## src/pkg/cec_pkg.sv

```systemverilog
// Package with register map, field positions and encodings of the comparator event conditioner.
package cec_pkg;

    // Register byte offsets on the APB bus.
    localparam logic [11:0] CEC_CTRL_OFFSET = 12'h000;
    localparam logic [11:0] CEC_STATUS_OFFSET = 12'h004;

    // Control register field positions.
    localparam int CEC_INVERT_BIT = 1;
    localparam int CEC_INT_SENSE_LSB = 2;
    localparam int CEC_INT_LEVEL_BIT = 4;
    localparam int CEC_TRIG_SENSE_LSB = 5;
    localparam int CEC_TRIG_LEVEL_BIT = 7;
    localparam int CEC_TRIG_FWD_BIT = 11;

    // Status register field positions.
    localparam int CEC_RAW_BIT = 0;
    localparam int CEC_COND_BIT = 1;
    localparam int CEC_IRQ_BIT = 2;
    localparam int CEC_ADC_BIT = 3;

    // Writable bits of the control register and its value after reset.
    localparam logic [31:0] CEC_CTRL_MASK = 32'h0000_08fe;
    localparam logic [31:0] CEC_CTRL_RESET = 32'h0000_0000;

    // Sense selection encodings.
    localparam logic [1:0] CEC_SENSE_LEVEL = 2'h0;
    localparam logic [1:0] CEC_SENSE_FALL = 2'h1;
    localparam logic [1:0] CEC_SENSE_RISE = 2'h2;
    localparam logic [1:0] CEC_SENSE_BOTH = 2'h3;

endpackage

```

## src/cec_edge_detect.sv

```systemverilog
// Edge detector on the conditioned comparator output.
`timescale 1ns/1ps

module cec_edge_detect
(
    input wire logic pclk,
    input wire logic presetn,
    input wire logic level_in,
    output logic rise_pulse,
    output logic fall_pulse
);
    import cec_pkg::*;

    logic last_level;
    logic primed;

    // Previous sample of the conditioned level, taken every clock.
    // Pulses are held off until one real sample exists, so a comparator that already
    // sits high when reset is released does not look like a rising edge.
    always_ff @(posedge pclk or negedge presetn)
    begin
        if (!presetn)
        begin
            last_level <= 1'b0;
            primed <= 1'b0;
        end
        else
        begin
            last_level <= level_in;
            primed <= 1'b1;
        end
    end

    // Each difference between sample and previous sample is a one-cycle pulse.
    assign rise_pulse = primed & level_in & ~last_level;
    assign fall_pulse = primed & ~level_in & last_level;

endmodule

```

## src/cec_sense_select.sv

```systemverilog
// Sense selector that turns the conditioned level and its edges into one event.
`timescale 1ns/1ps

module cec_sense_select
(
    input wire logic [1:0] sense_select,
    input wire logic level_polarity,
    input wire logic level_in,
    input wire logic rise_pulse,
    input wire logic fall_pulse,
    output logic event_out
);
    import cec_pkg::*;

    // Pick level, falling, rising or either edge as the event source.
    always_comb
    begin
        case (sense_select)
            CEC_SENSE_LEVEL: event_out = (level_in == level_polarity);
            CEC_SENSE_FALL: event_out = fall_pulse;
            CEC_SENSE_RISE: event_out = rise_pulse;
            CEC_SENSE_BOTH: event_out = rise_pulse | fall_pulse;
            default: event_out = 1'b0;
        endcase
    end

endmodule

```

## src/cec_top.sv

```systemverilog
// Comparator event conditioner with APB control and status registers.
//
// Design decisions made here: register access over APB and the address map.
`timescale 1ns/1ps

module cec_top
(
    input wire logic pclk,
    input wire logic presetn,
    input wire logic psel,
    input wire logic penable,
    input wire logic pwrite,
    input wire logic [11:0] paddr,
    input wire logic [31:0] pwdata,
    output logic [31:0] prdata,
    output logic pready,
    output logic pslverr,
    input wire logic comparator_out,
    output logic interrupt_request,
    output logic adc_trigger
);
    import cec_pkg::*;

    logic [31:0] ctrl;
    logic output_invert;
    logic [1:0] interrupt_sense_select;
    logic interrupt_level_polarity;
    logic [1:0] trigger_sense_select;
    logic trigger_level_polarity;
    logic trigger_forward_enable;
    logic cond_level;
    logic rise_pulse;
    logic fall_pulse;
    logic next_irq;
    logic next_adc_event;
    logic access;
    logic addr_ok;

    // Decode whether an offset names a mapped register.
    function automatic logic cec_mapped(input logic [11:0] addr);
        cec_mapped = (addr == CEC_CTRL_OFFSET) || (addr == CEC_STATUS_OFFSET);
    endfunction

    // Control fields taken apart from the control register.
    assign output_invert = ctrl[CEC_INVERT_BIT];
    assign interrupt_sense_select = ctrl[CEC_INT_SENSE_LSB +: 2];
    assign interrupt_level_polarity = ctrl[CEC_INT_LEVEL_BIT];
    assign trigger_sense_select = ctrl[CEC_TRIG_SENSE_LSB +: 2];
    assign trigger_level_polarity = ctrl[CEC_TRIG_LEVEL_BIT];
    assign trigger_forward_enable = ctrl[CEC_TRIG_FWD_BIT];

    // Conditioned level feeds both sense paths, so inversion happens first.
    assign cond_level = comparator_out ^ output_invert;

    cec_edge_detect u_edge
    (
        .pclk(pclk),
        .presetn(presetn),
        .level_in(cond_level),
        .rise_pulse(rise_pulse),
        .fall_pulse(fall_pulse)
    );

    // Interrupt path sense selection.
    cec_sense_select u_irq_sense
    (
        .sense_select(interrupt_sense_select),
        .level_polarity(interrupt_level_polarity),
        .level_in(cond_level),
        .rise_pulse(rise_pulse),
        .fall_pulse(fall_pulse),
        .event_out(next_irq)
    );

    // ADC trigger path sense selection.
    cec_sense_select u_adc_sense
    (
        .sense_select(trigger_sense_select),
        .level_polarity(trigger_level_polarity),
        .level_in(cond_level),
        .rise_pulse(rise_pulse),
        .fall_pulse(fall_pulse),
        .event_out(next_adc_event)
    );

    // Outputs are registered, adding one cycle of latency but keeping them glitch free.
    always_ff @(posedge pclk or negedge presetn)
    begin
        if (!presetn)
        begin
            interrupt_request <= 1'b0;
            adc_trigger <= 1'b0;
        end
        else
        begin
            interrupt_request <= next_irq;
            adc_trigger <= next_adc_event & trigger_forward_enable;
        end
    end

    // APB access phase; the slave never inserts wait states.
    assign access = psel & penable;
    assign addr_ok = cec_mapped(paddr);
    assign pready = 1'b1;
    assign pslverr = access & ~addr_ok;

    // Control register write; read-only bits stay zero.
    always_ff @(posedge pclk or negedge presetn)
    begin
        if (!presetn)
        begin
            ctrl <= CEC_CTRL_RESET;
        end
        else if (access && pwrite && paddr == CEC_CTRL_OFFSET)
        begin
            ctrl <= pwdata & CEC_CTRL_MASK;
        end
    end

    // Read data is registered during the setup phase so it is valid in the access phase.
    always_ff @(posedge pclk or negedge presetn)
    begin
        if (!presetn)
        begin
            prdata <= 32'h0000_0000;
        end
        else if (psel && !penable && !pwrite)
        begin
            prdata <= 32'h0000_0000;
            if (paddr == CEC_CTRL_OFFSET)
            begin
                prdata <= ctrl;
            end
            else if (paddr == CEC_STATUS_OFFSET)
            begin
                prdata[CEC_RAW_BIT] <= comparator_out;
                prdata[CEC_COND_BIT] <= cond_level;
                prdata[CEC_IRQ_BIT] <= interrupt_request;
                prdata[CEC_ADC_BIT] <= adc_trigger;
            end
        end
    end

endmodule

```

## config.mk

```make
export PLATFORM = sky130hd
export DESIGN_NAME = cec_top
export DESIGN_NICKNAME = d
export VERILOG_FILES = /design/src/pkg/cec_pkg.sv /design/src/cec_edge_detect.sv /design/src/cec_sense_select.sv /design/src/cec_top.sv
export SDC_FILE = /design/constraint.sdc
export NUM_CORES = 1
export LEC_CHECK = 0
export ABC_AREA = 1
export BUFFER_PORTS_ARGS = -buffer_cell sky130_fd_sc_hd__buf_4
export CAP_MARGIN = 30
export CORE_MARGIN = 1
export CORE_UTILIZATION = 39
export CTS_CLUSTER_SIZE = 20
export DETAILED_ROUTE_END_ITERATION = 10
export PLACE_DENSITY = 0.76
export SLEW_MARGIN = 20
export SYNTH_ARGS = -nofsm -noshare
export SYNTH_HDL_FRONTEND = slang
export SYNTH_HIERARCHICAL = 1
export SYNTH_SLANG_ARGS = --single-unit
```

## constraint.sdc

```tcl
create_clock -name pclk -period 1.9 [get_ports pclk]
set_input_delay 0.285 -clock pclk [delete_from_list [all_inputs] [get_ports pclk]]
set_output_delay 0.285 -clock pclk [all_outputs]
set_load 0.005 [all_outputs]
```

# ---- Word-level counts from Yosys, hierarchy flattened
# Index checks and enable logic that the tools add are counted.
dict set report classes {
  n_addsub 0
  n_mul 0
  div 0
  n_lt_le_gt_ge 0
  n_eq_ne 9
  n_shift 0
  n_mux 5
  bitwise 12
  n_reduce_logical 10
}
# cell count
set ops {}
lappend ops {{$eq 12x3->1 const B} 1}
lappend ops {{$logic_not 12->1} 1}
lappend ops {{$eq 2x2->1 const B} 4}
lappend ops {{$mux 4} 2}
lappend ops {{$mux 8} 1}
lappend ops {{$pmux 1 s4} 2}
lappend ops {{$and 1x1->1} 7}
lappend ops {{$eq 2x1->1 const B} 2}
lappend ops {{$logic_and 1x1->1} 4}
lappend ops {{$logic_not 2->1} 2}
lappend ops {{$not 1->1} 3}
lappend ops {{$eq 1x1->1} 2}
lappend ops {{$logic_not 1->1} 2}
lappend ops {{$logic_or 1x1->1} 1}
lappend ops {{$or 1x1->1} 1}
lappend ops {{$xor 1x1->1} 1}
dict set report word_totals {
  reg_bits 44
  latch_bits 0
  ram_bits 0
  rom_bits 0
  inputBits 50
  output_inout_bits 36
  wordCells 42
  n_memories 0
}

# ---- Depth between registers and ports, before layout
# Gate-level depths: netlist (run 1).
dict set report depth {
  depth_word 7
  mapped_depth 9
  depth_no_buf 9
}

# ---- Hierarchy
# Netlist (run 1), hierarchy kept.
# mod instances cells_per_inst area_each_um2 seq_area_each_um2
set modules_own_cells {}
lappend modules_own_cells {cec_top 1 134 1123.6 475.5}
lappend modules_own_cells {cec_sense_select 2 11 42.5 0.0}
lappend modules_own_cells {cec_edge_detect 1 7 68.8 50.0}

# ---- Worst setup path after synthesis (run 1)
# Ideal clock, no wire load.
dict set report synth_timing {
  path_type {reg2reg}
  startpoint {register ctrl[1]}
  endpoint {register adc_trigger}
  setup_ns 0.063
  t_arrival_ns 1.223
  slack_ns 0.614
  path_stages_with_launch 10
  path_cell_list {dfrtp_1 xor2_1 nand2_1 nor2_1 nand2_1 nand2_1 inv_1 nand2_1 nand2_1 inv_1}
}
dict set report synth_via {
  word_cells_on_any_way 10
}
# item line
set synth_rtl {}
lappend synth_rtl {{start: declaration} cec_top.sv:24} ;# logic [31:0] ctrl;
lappend synth_rtl {{start signal: assignment} cec_top.sv:116} ;# ctrl <= pwdata & CEC_CTRL_MASK;
lappend synth_rtl {{$xor 1x1->1 *} cec_top.sv:53} ;# assign cond_level = comparator_out ^ output_invert;
lappend synth_rtl {{net cond_level} cec_top.sv:31} ;# logic cond_level;
lappend synth_rtl {{$and 1x1->1 * (2 in a row)} cec_edge_detect.sv:35} ;# assign rise_pulse = primed & level_in & ~last_level;
lappend synth_rtl {{net rise_pulse} cec_top.sv:32} ;# logic rise_pulse;
lappend synth_rtl {{$or 1x1->1} cec_sense_select.sv:22} ;# CEC_SENSE_BOTH: event_out = rise_pulse | fall_pulse;
lappend synth_rtl {{$pmux 1 s4 *} cec_sense_select.sv:18} ;# case (sense_select)
lappend synth_rtl {{net next_adc_event} cec_top.sv:35} ;# logic next_adc_event;
lappend synth_rtl {{$and 1x1->1 *} cec_top.sv:97} ;# adc_trigger <= next_adc_event & trigger_forward_enable;
lappend synth_rtl {{end signal: assignment} cec_top.sv:97}
lappend synth_rtl {{end: declaration} cec_top.sv:20} ;# output logic adc_trigger
# The timed path passes the listed nets; every way through them passes the cells marked *.
# A chain may end at the register's enable or synchronous reset.

# ---- Final worst setup path (run 1)
# Same ends and word-level chain as after synthesis.

==> results of run 1 <==
cell families after synthesis:
family                 after synthesis  synth area share
AO/OA/AOI/OAI                       10            0.0637
flip-flops                          21             0.411
AND/OR/NAND/NOR                     82             0.298
XOR/XNOR                             1           0.00686
buffers and inverters               46             0.212
other                                3           0.00881
critical path, stage by stage (launching register included):
cell and delay (ns):
dfrtp_1 0.42, xor2_1 0.39, nand2_1 0.09, nor2_1 0.15, nand2_1 0.07, nand2_1 0.06
inv_1 0.03, nand2_1 0.05, nand2_1 0.05, inv_1 0.04
final timing paths:
kind / startpoint / to / slack, ns / depth (start not counted)
hold reg to reg: prdata[11] / prdata[11] / 0.49 / 2
setup / recovery: ctrl[1] / adc_trigger / 0.50 / 9
setup reg to reg: ctrl[1] / adc_trigger / 0.50 / 9
hold / removal: pwdata[5] / ctrl[5] / 0.22 / 3
max in group asynchronous: presetn / adc_trigger / 1.30 / 2
min in group asynchronous: presetn / ctrl[6] / 0.39 / 2
flip-flops by register name, indices dropped and copies added, names as in the netlist:
name               count
prdata                 9
ctrl                   8
u_edge/primed          1
u_edge/last_level      1
adc_trigger            1
interrupt_request      1
per-stage QoR:
stage / cells / utilization
6_report: 247 / 0.502
5_1_grt: 247 / 0.502
3_3_place_gp: 242 / 0.490
2_1_floorplan: 185 / -
3_5_place_dp: 242 / 0.490
4_1_cts: 247 / 0.502
routing by layer:
metal  track usage  wire, microns  vias up
li1              -              -      528
met1         0.156            922      415
met2         0.230           1000       28
met3        0.0459             99        2
met4        0.0408             16        0
met5             0              0        -
power groups by stage:
stage          clock, mW  combinational, mW  sequential (mW)
3_5_place_dp           0              0.101            0.461
6_report           0.209              0.102            0.452
5_1_grt            0.239              0.116            0.453
3_3_place_gp           0             0.0990            0.461
4_1_cts            0.220              0.103            0.452
2_1_floorplan          0             0.0760            0.461
cell type report:
| type | count | area, sq um | share of cell area |
|---|---|---|---|
| Inverter | 21 | 78.8 | 0.0510 |
| Tap cell | 44 | 55.1 | 0.0356 |
| Timing Repair Buffer | 39 | 295 | 0.191 |
| Sequential cell | 21 | 526 | 0.340 |
| Multi-Input combinational cell | 118 | 564 | 0.365 |
| Clock buffer | 4 | 26.3 | 0.0170 |
synth_stat cells, drive strengths merged:
master,count,area [sq um]
nand2,51,199
dfrtp,21,526
nor3,1,16.3
nor2,14,70.1
o21ai,9,75.1
and2,1,7.51
nand3,15,87.6
conb,3,11.3
xor2,1,8.76
buf,25,191
a31oi,1,6.26
inv,21,78.8
==> results.yml, run 1 <==
place:
  io_buffers: 37
  dpl_cell_area_sq_mm: 0.00151
  dp_hpwl_mm: 1.65
  post-place-ws_ns: 0.514
  globalplace.congestion: 0.764
power_and_ir_drop:
  power_switching_mw: 0.183
  seqPwrFrac: 0.593
  internal-power_mw: 0.580
  finalPower_mw: 0.763
  clkPwrFrac: 0.274
  vdd_drop_max_v: 0.000369
  power.leakage_nw: 0.888
  power_per_cell_area_mw_per_mm2: 493
  power_frac_comb: 0.134
  p_sw_frac: 0.240
clock_tree:
  cts_inserted_buffers: 3
  cts_buffer_depth: 2
  cts_resized: 0
  post_cts_buffers: 0
  tritoncts: "built"
  cts-root-buf: "clkbuf_4"
  cts_htree_levels: 1
  clk_latency_ns: 0.30
  ctsHoldBuffers: 1
  clk_pin_slew_ns: 0.11
  clock-sinks: 21
timing:
  skew_ns: 0.00417
  whs_ns: 0.215
  tns_ns: 0
  setup_viol: 0
  rsz0062_at_grt: "no"
  maxSlewViolCount: 0
  timing.fmax_ghz: 0.712
  fin_crit_sh: 0.739
  fin_ws_ns: 0.496
  finalHoldViolCount: 0
  post-route-min-period_ns: 1.40
finish:
  final_common_cell: "nand2_1"
  final_cell_mix: "nand2_1, buf_4, conb_1, dfrtp_1, inv_1"
  drive_above_1_share: 0.291
  antenna_cells: 0
  nets: 254
  area_growth_pct: 21.0
  fillerInstances: 325
  final_area_sq_mm: 0.00155
logic_synthesis:
  syn_avg_cell_area_sq_um: 7.84
  syn_inst: 163
  synth_cell_types: 19
  yosys_warnings: 6
  synth_seq_cells: 21
  ys_seq_area_frac: 0.411
  netlist_area_sq_mm: 0.00128
die:
  die_w_microns: 59.2
  fp.dieH_microns: 59.2
  die_area_sq_mm: 0.00351
  num_rows: 20
  initial_utilization: 0.415
  ios: 86
  core_area_sq_mm: 0.00308
worst_hold_path:
  min_path_type: "in2reg"
route:
  first_iter_violations: 30
  vias: 973
  firstDrtPassIters: 4
  drc: 0
  via_per_inst: 3.94
  final_antenna_net_count: 0
  wl_per_cell_microns: 8.26
  routed_wl_mm: 2.04
flow_run:
  cap_viol_max_count: 0
setup_path:
  critPathLaunchType: "flip-flop"
  critPathRequiredTime_ns: 2.15
  arrival_ns: 1.66
  crit_path_end_kind: "flip-flop"
  criticalPathCategory: "reg2reg"
  path_max_fanout: 6
global_route:
  antenna_found_initial: 0
  grt-ovfl-total: 0
  first_global_vias: 835
  track_usage: 0.134
  grt_max_degree: 22
  grt_first_pass_wirelength_mm: 3.48
outcome:
  status: "complete, no violations"
(Power assumes the default switching activity.)
==> run 2, diff against run 1 <==
- ABC_AREA: 1 -> 0
- CORE_UTILIZATION: 39 -> 36
- clock period: 1.9 -> 1.15 ns (I/O delays scaled with it)
==> run 2 against run 1 <==
The flow now finishes with violations (setup timing). Clock skew increased by 0.0012 ns. Count of clock-buffer cells in the layout is 1 lower. Global-route usage grew 1.3 points. Setup slack worse by 0.64 ns. Sequential cell count stayed put. Largest power group unchanged.
==> results.yml, run 2 <==
outcome:
  status: "complete, but fails checks"
  violations: "setup timing"
place:
  dp_hpwl_mm: 1.84
  dpl_cell_area_sq_mm: 0.00148
  io_buffers: 37
  post-place-ws_ns: -0.251
  globalplace.congestion: 0.784
clock_tree:
  clk_pin_slew_ns: 0.12
  tritoncts: "built"
  cts_htree_levels: 1
  cts_buffer_depth: 2
  cts-root-buf: "clkbuf_4"
  cts_inserted_buffers: 3
  clk_latency_ns: 0.31
  clock-sinks: 21
finish:
  reg_top3: "prdata (9), ctrl (8)"
  nets: 209
  fillerInstances: 296
  final_cell_mix: "buf_4, conb_1, dfrtp_1, nand2_1, mux2_2"
  antenna_cells: 0
  final_area_sq_mm: 0.00158
  area_growth_pct: 34.8
  drive_above_1_share: 0.456
  top_register: "prdata"
  final_common_cell: "buf_4"
  largest_reg_flops: 9
setup_path:
  crit_path_end_kind: "flip-flop"
  criticalPathCategory: "reg2reg"
  r2r_start: "ctrl[1]"
  rrSetupSlack_ns: -0.14
  timing.rr.end: "adc_trigger"
  critPathRequiredTime_ns: 1.37
  path_max_fanout: 3
  arrival_ns: 1.51
  critPathLaunchType: "flip-flop"
  worst-r2r-cell-count: 5
logic_synthesis:
  synth_largest_area_cell: "dfrtp_1"
  synth_commonest_cells: "buf_4, dfrtp_1, nand2_1, mux2_2, o21ai_0"
  synthTopCellsByArea: "dfrtp_1, buf_4, mux2_2"
  yosys.area.top_type_share: 0.449
  synthFlopType: "dfrtp_1"
  synth.most_common_cell: "buf_4"
  synth_seq_cells: 21
  yosys_warnings: 6
  synth_cell_types: 24
  ys_seq_area_frac: 0.449
  syn_inst: 104
  synth-edff-count: 0
  syn_avg_cell_area_sq_um: 11.2
  netlist_area_sq_mm: 0.00117
  postSynth.asyncResetShare: 1.00
global_route:
  track_usage: 0.146
  grt_max_degree: 22
  first_global_vias: 911
  grt-ovfl-total: 0
  grt_first_pass_wirelength_mm: 3.74
  antenna_found_initial: 0
timing:
  finalHoldViolCount: 0
  whs_ns: 0.0833
  skew_ns: 0.00535
  tns_ns: -0.243
  rsz0062_at_grt: "yes"
  post-route-min-period_ns: 1.29
  setup_viol: 3
  fin_ws_ns: -0.144
  maxSlewViolCount: 0
  timing.fmax_ghz: 0.773
  fin_crit_sh: 1.13
power_and_ir_drop:
  power.leakage_nw: 0.825
  finalPower_mw: 1.30
  clkPwrFrac: 0.275
  power_frac_comb: 0.149
  power_switching_mw: 0.321
  vdd_drop_max_v: 0.000613
  internal-power_mw: 0.976
  power_per_cell_area_mw_per_mm2: 823
  p_sw_frac: 0.247
  seqPwrFrac: 0.576
route:
  wl_per_cell_microns: 11.5
  firstDrtPassIters: 3
  via_per_inst: 4.47
  final_antenna_net_count: 0
  first_iter_violations: 16
  drc: 0
  routed_wl_mm: 2.32
  vias: 902
die:
  initial_utilization: 0.380
  die_w_microns: 59.0
  ios: 86
  num_rows: 20
  die_area_sq_mm: 0.00348
  core_area_sq_mm: 0.00308
  fp.dieH_microns: 59.0
worst_hold_path:
  hp-start: "pwdata[4]"
  hold_depth: 2
  holdPathEnd: "ctrl[4]"
  min_path_type: "in2reg"
flow_run:
  cap_viol_max_count: 0
-- run 2: critical path: stages, from the launching register on --
cell	delay, ns
dfrtp_1	0.43
xor2_2	0.17
and3b_1	0.22
a22oi_2	0.17
o31ai_2	0.08
and2_1	0.13
-- run 2: per-stage QoR --
step	instances	util
final	202	0.512
after CTS	200	0.507
after global placement	192	0.482
after floorplan	126	-
after detailed placement	192	0.482
after global routing	202	0.512
-- run 2: repair_timing --
action,4_1_cts,5_1_grt
endpoints found under the setup margin,3,3
pin swaps,4,2
hold buffers,1,0
buffers inserted,3,2
gates resized for setup,4,0
hold endpoints to repair,21,0
cloned,0,0
-- run 2: layout make-up --
type,count,area [sq um],area share
Clock buffer,3,22.5,0.0143
Timing Repair Buffer,53,408,0.259
Sequential cell,21,526,0.333
Tap cell,44,55.1,0.0349
Clock inverter,1,5.00,0.00317
Multi-Input combinational cell,80,561,0.356
-- run 2: routing by layer --
layer | track usage | part of all wire | up-vias
met2 | 0.265 | 0.53 | 47
met3 | 0.0328 | 0.080 | 5
met1 | 0.157 | 0.37 | 429
met4 | 0.0816 | 0.018 | 0
li1 | - | - | 421
met5 | 0 | 0 | -
-- run 2: worst max path at each step --
| stage | start | end | cells after the start |
|---|---|---|---|
| 6_report | ctrl[1] | adc_trigger | 5 |
| 3_3_place_gp | paddr[4] | ctrl[5] | 4 |
| 3_5_place_dp | paddr[0] | ctrl[6] | 4 |
| 4_1_cts | ctrl[1] | adc_trigger | 5 |
| 5_1_grt | ctrl[1] | adc_trigger | 5 |
| 2_1_floorplan | ctrl[1] | adc_trigger | 5 |
-- run 2: cells by family (layout without fill, tap and decap cells) --
logic type | after synthesis | in the layout | share of synthesized area
muxes | 10 | 10 | 0.101
xor gates and xnor gates | 4 | 4 | 0.0299
DFF | 21 | 21 | 0.449
and+or+nand+nor | 28 | 28 | 0.171
buffers and inverters | 25 | 57 | 0.158
other | 3 | 25 | 0.00962
AOI/OAI and AO/OA | 13 | 13 | 0.0813
-- run 2: power groups by stage --
stage	Clock, mW	Combinational, mW	Sequential, mW
after floorplan	0	0.114	0.761
after global routing	0.408	0.215	0.748
final	0.357	0.193	0.747
after detailed placement	0	0.180	0.761
after global placement	0	0.176	0.761
after CTS	0.377	0.192	0.747
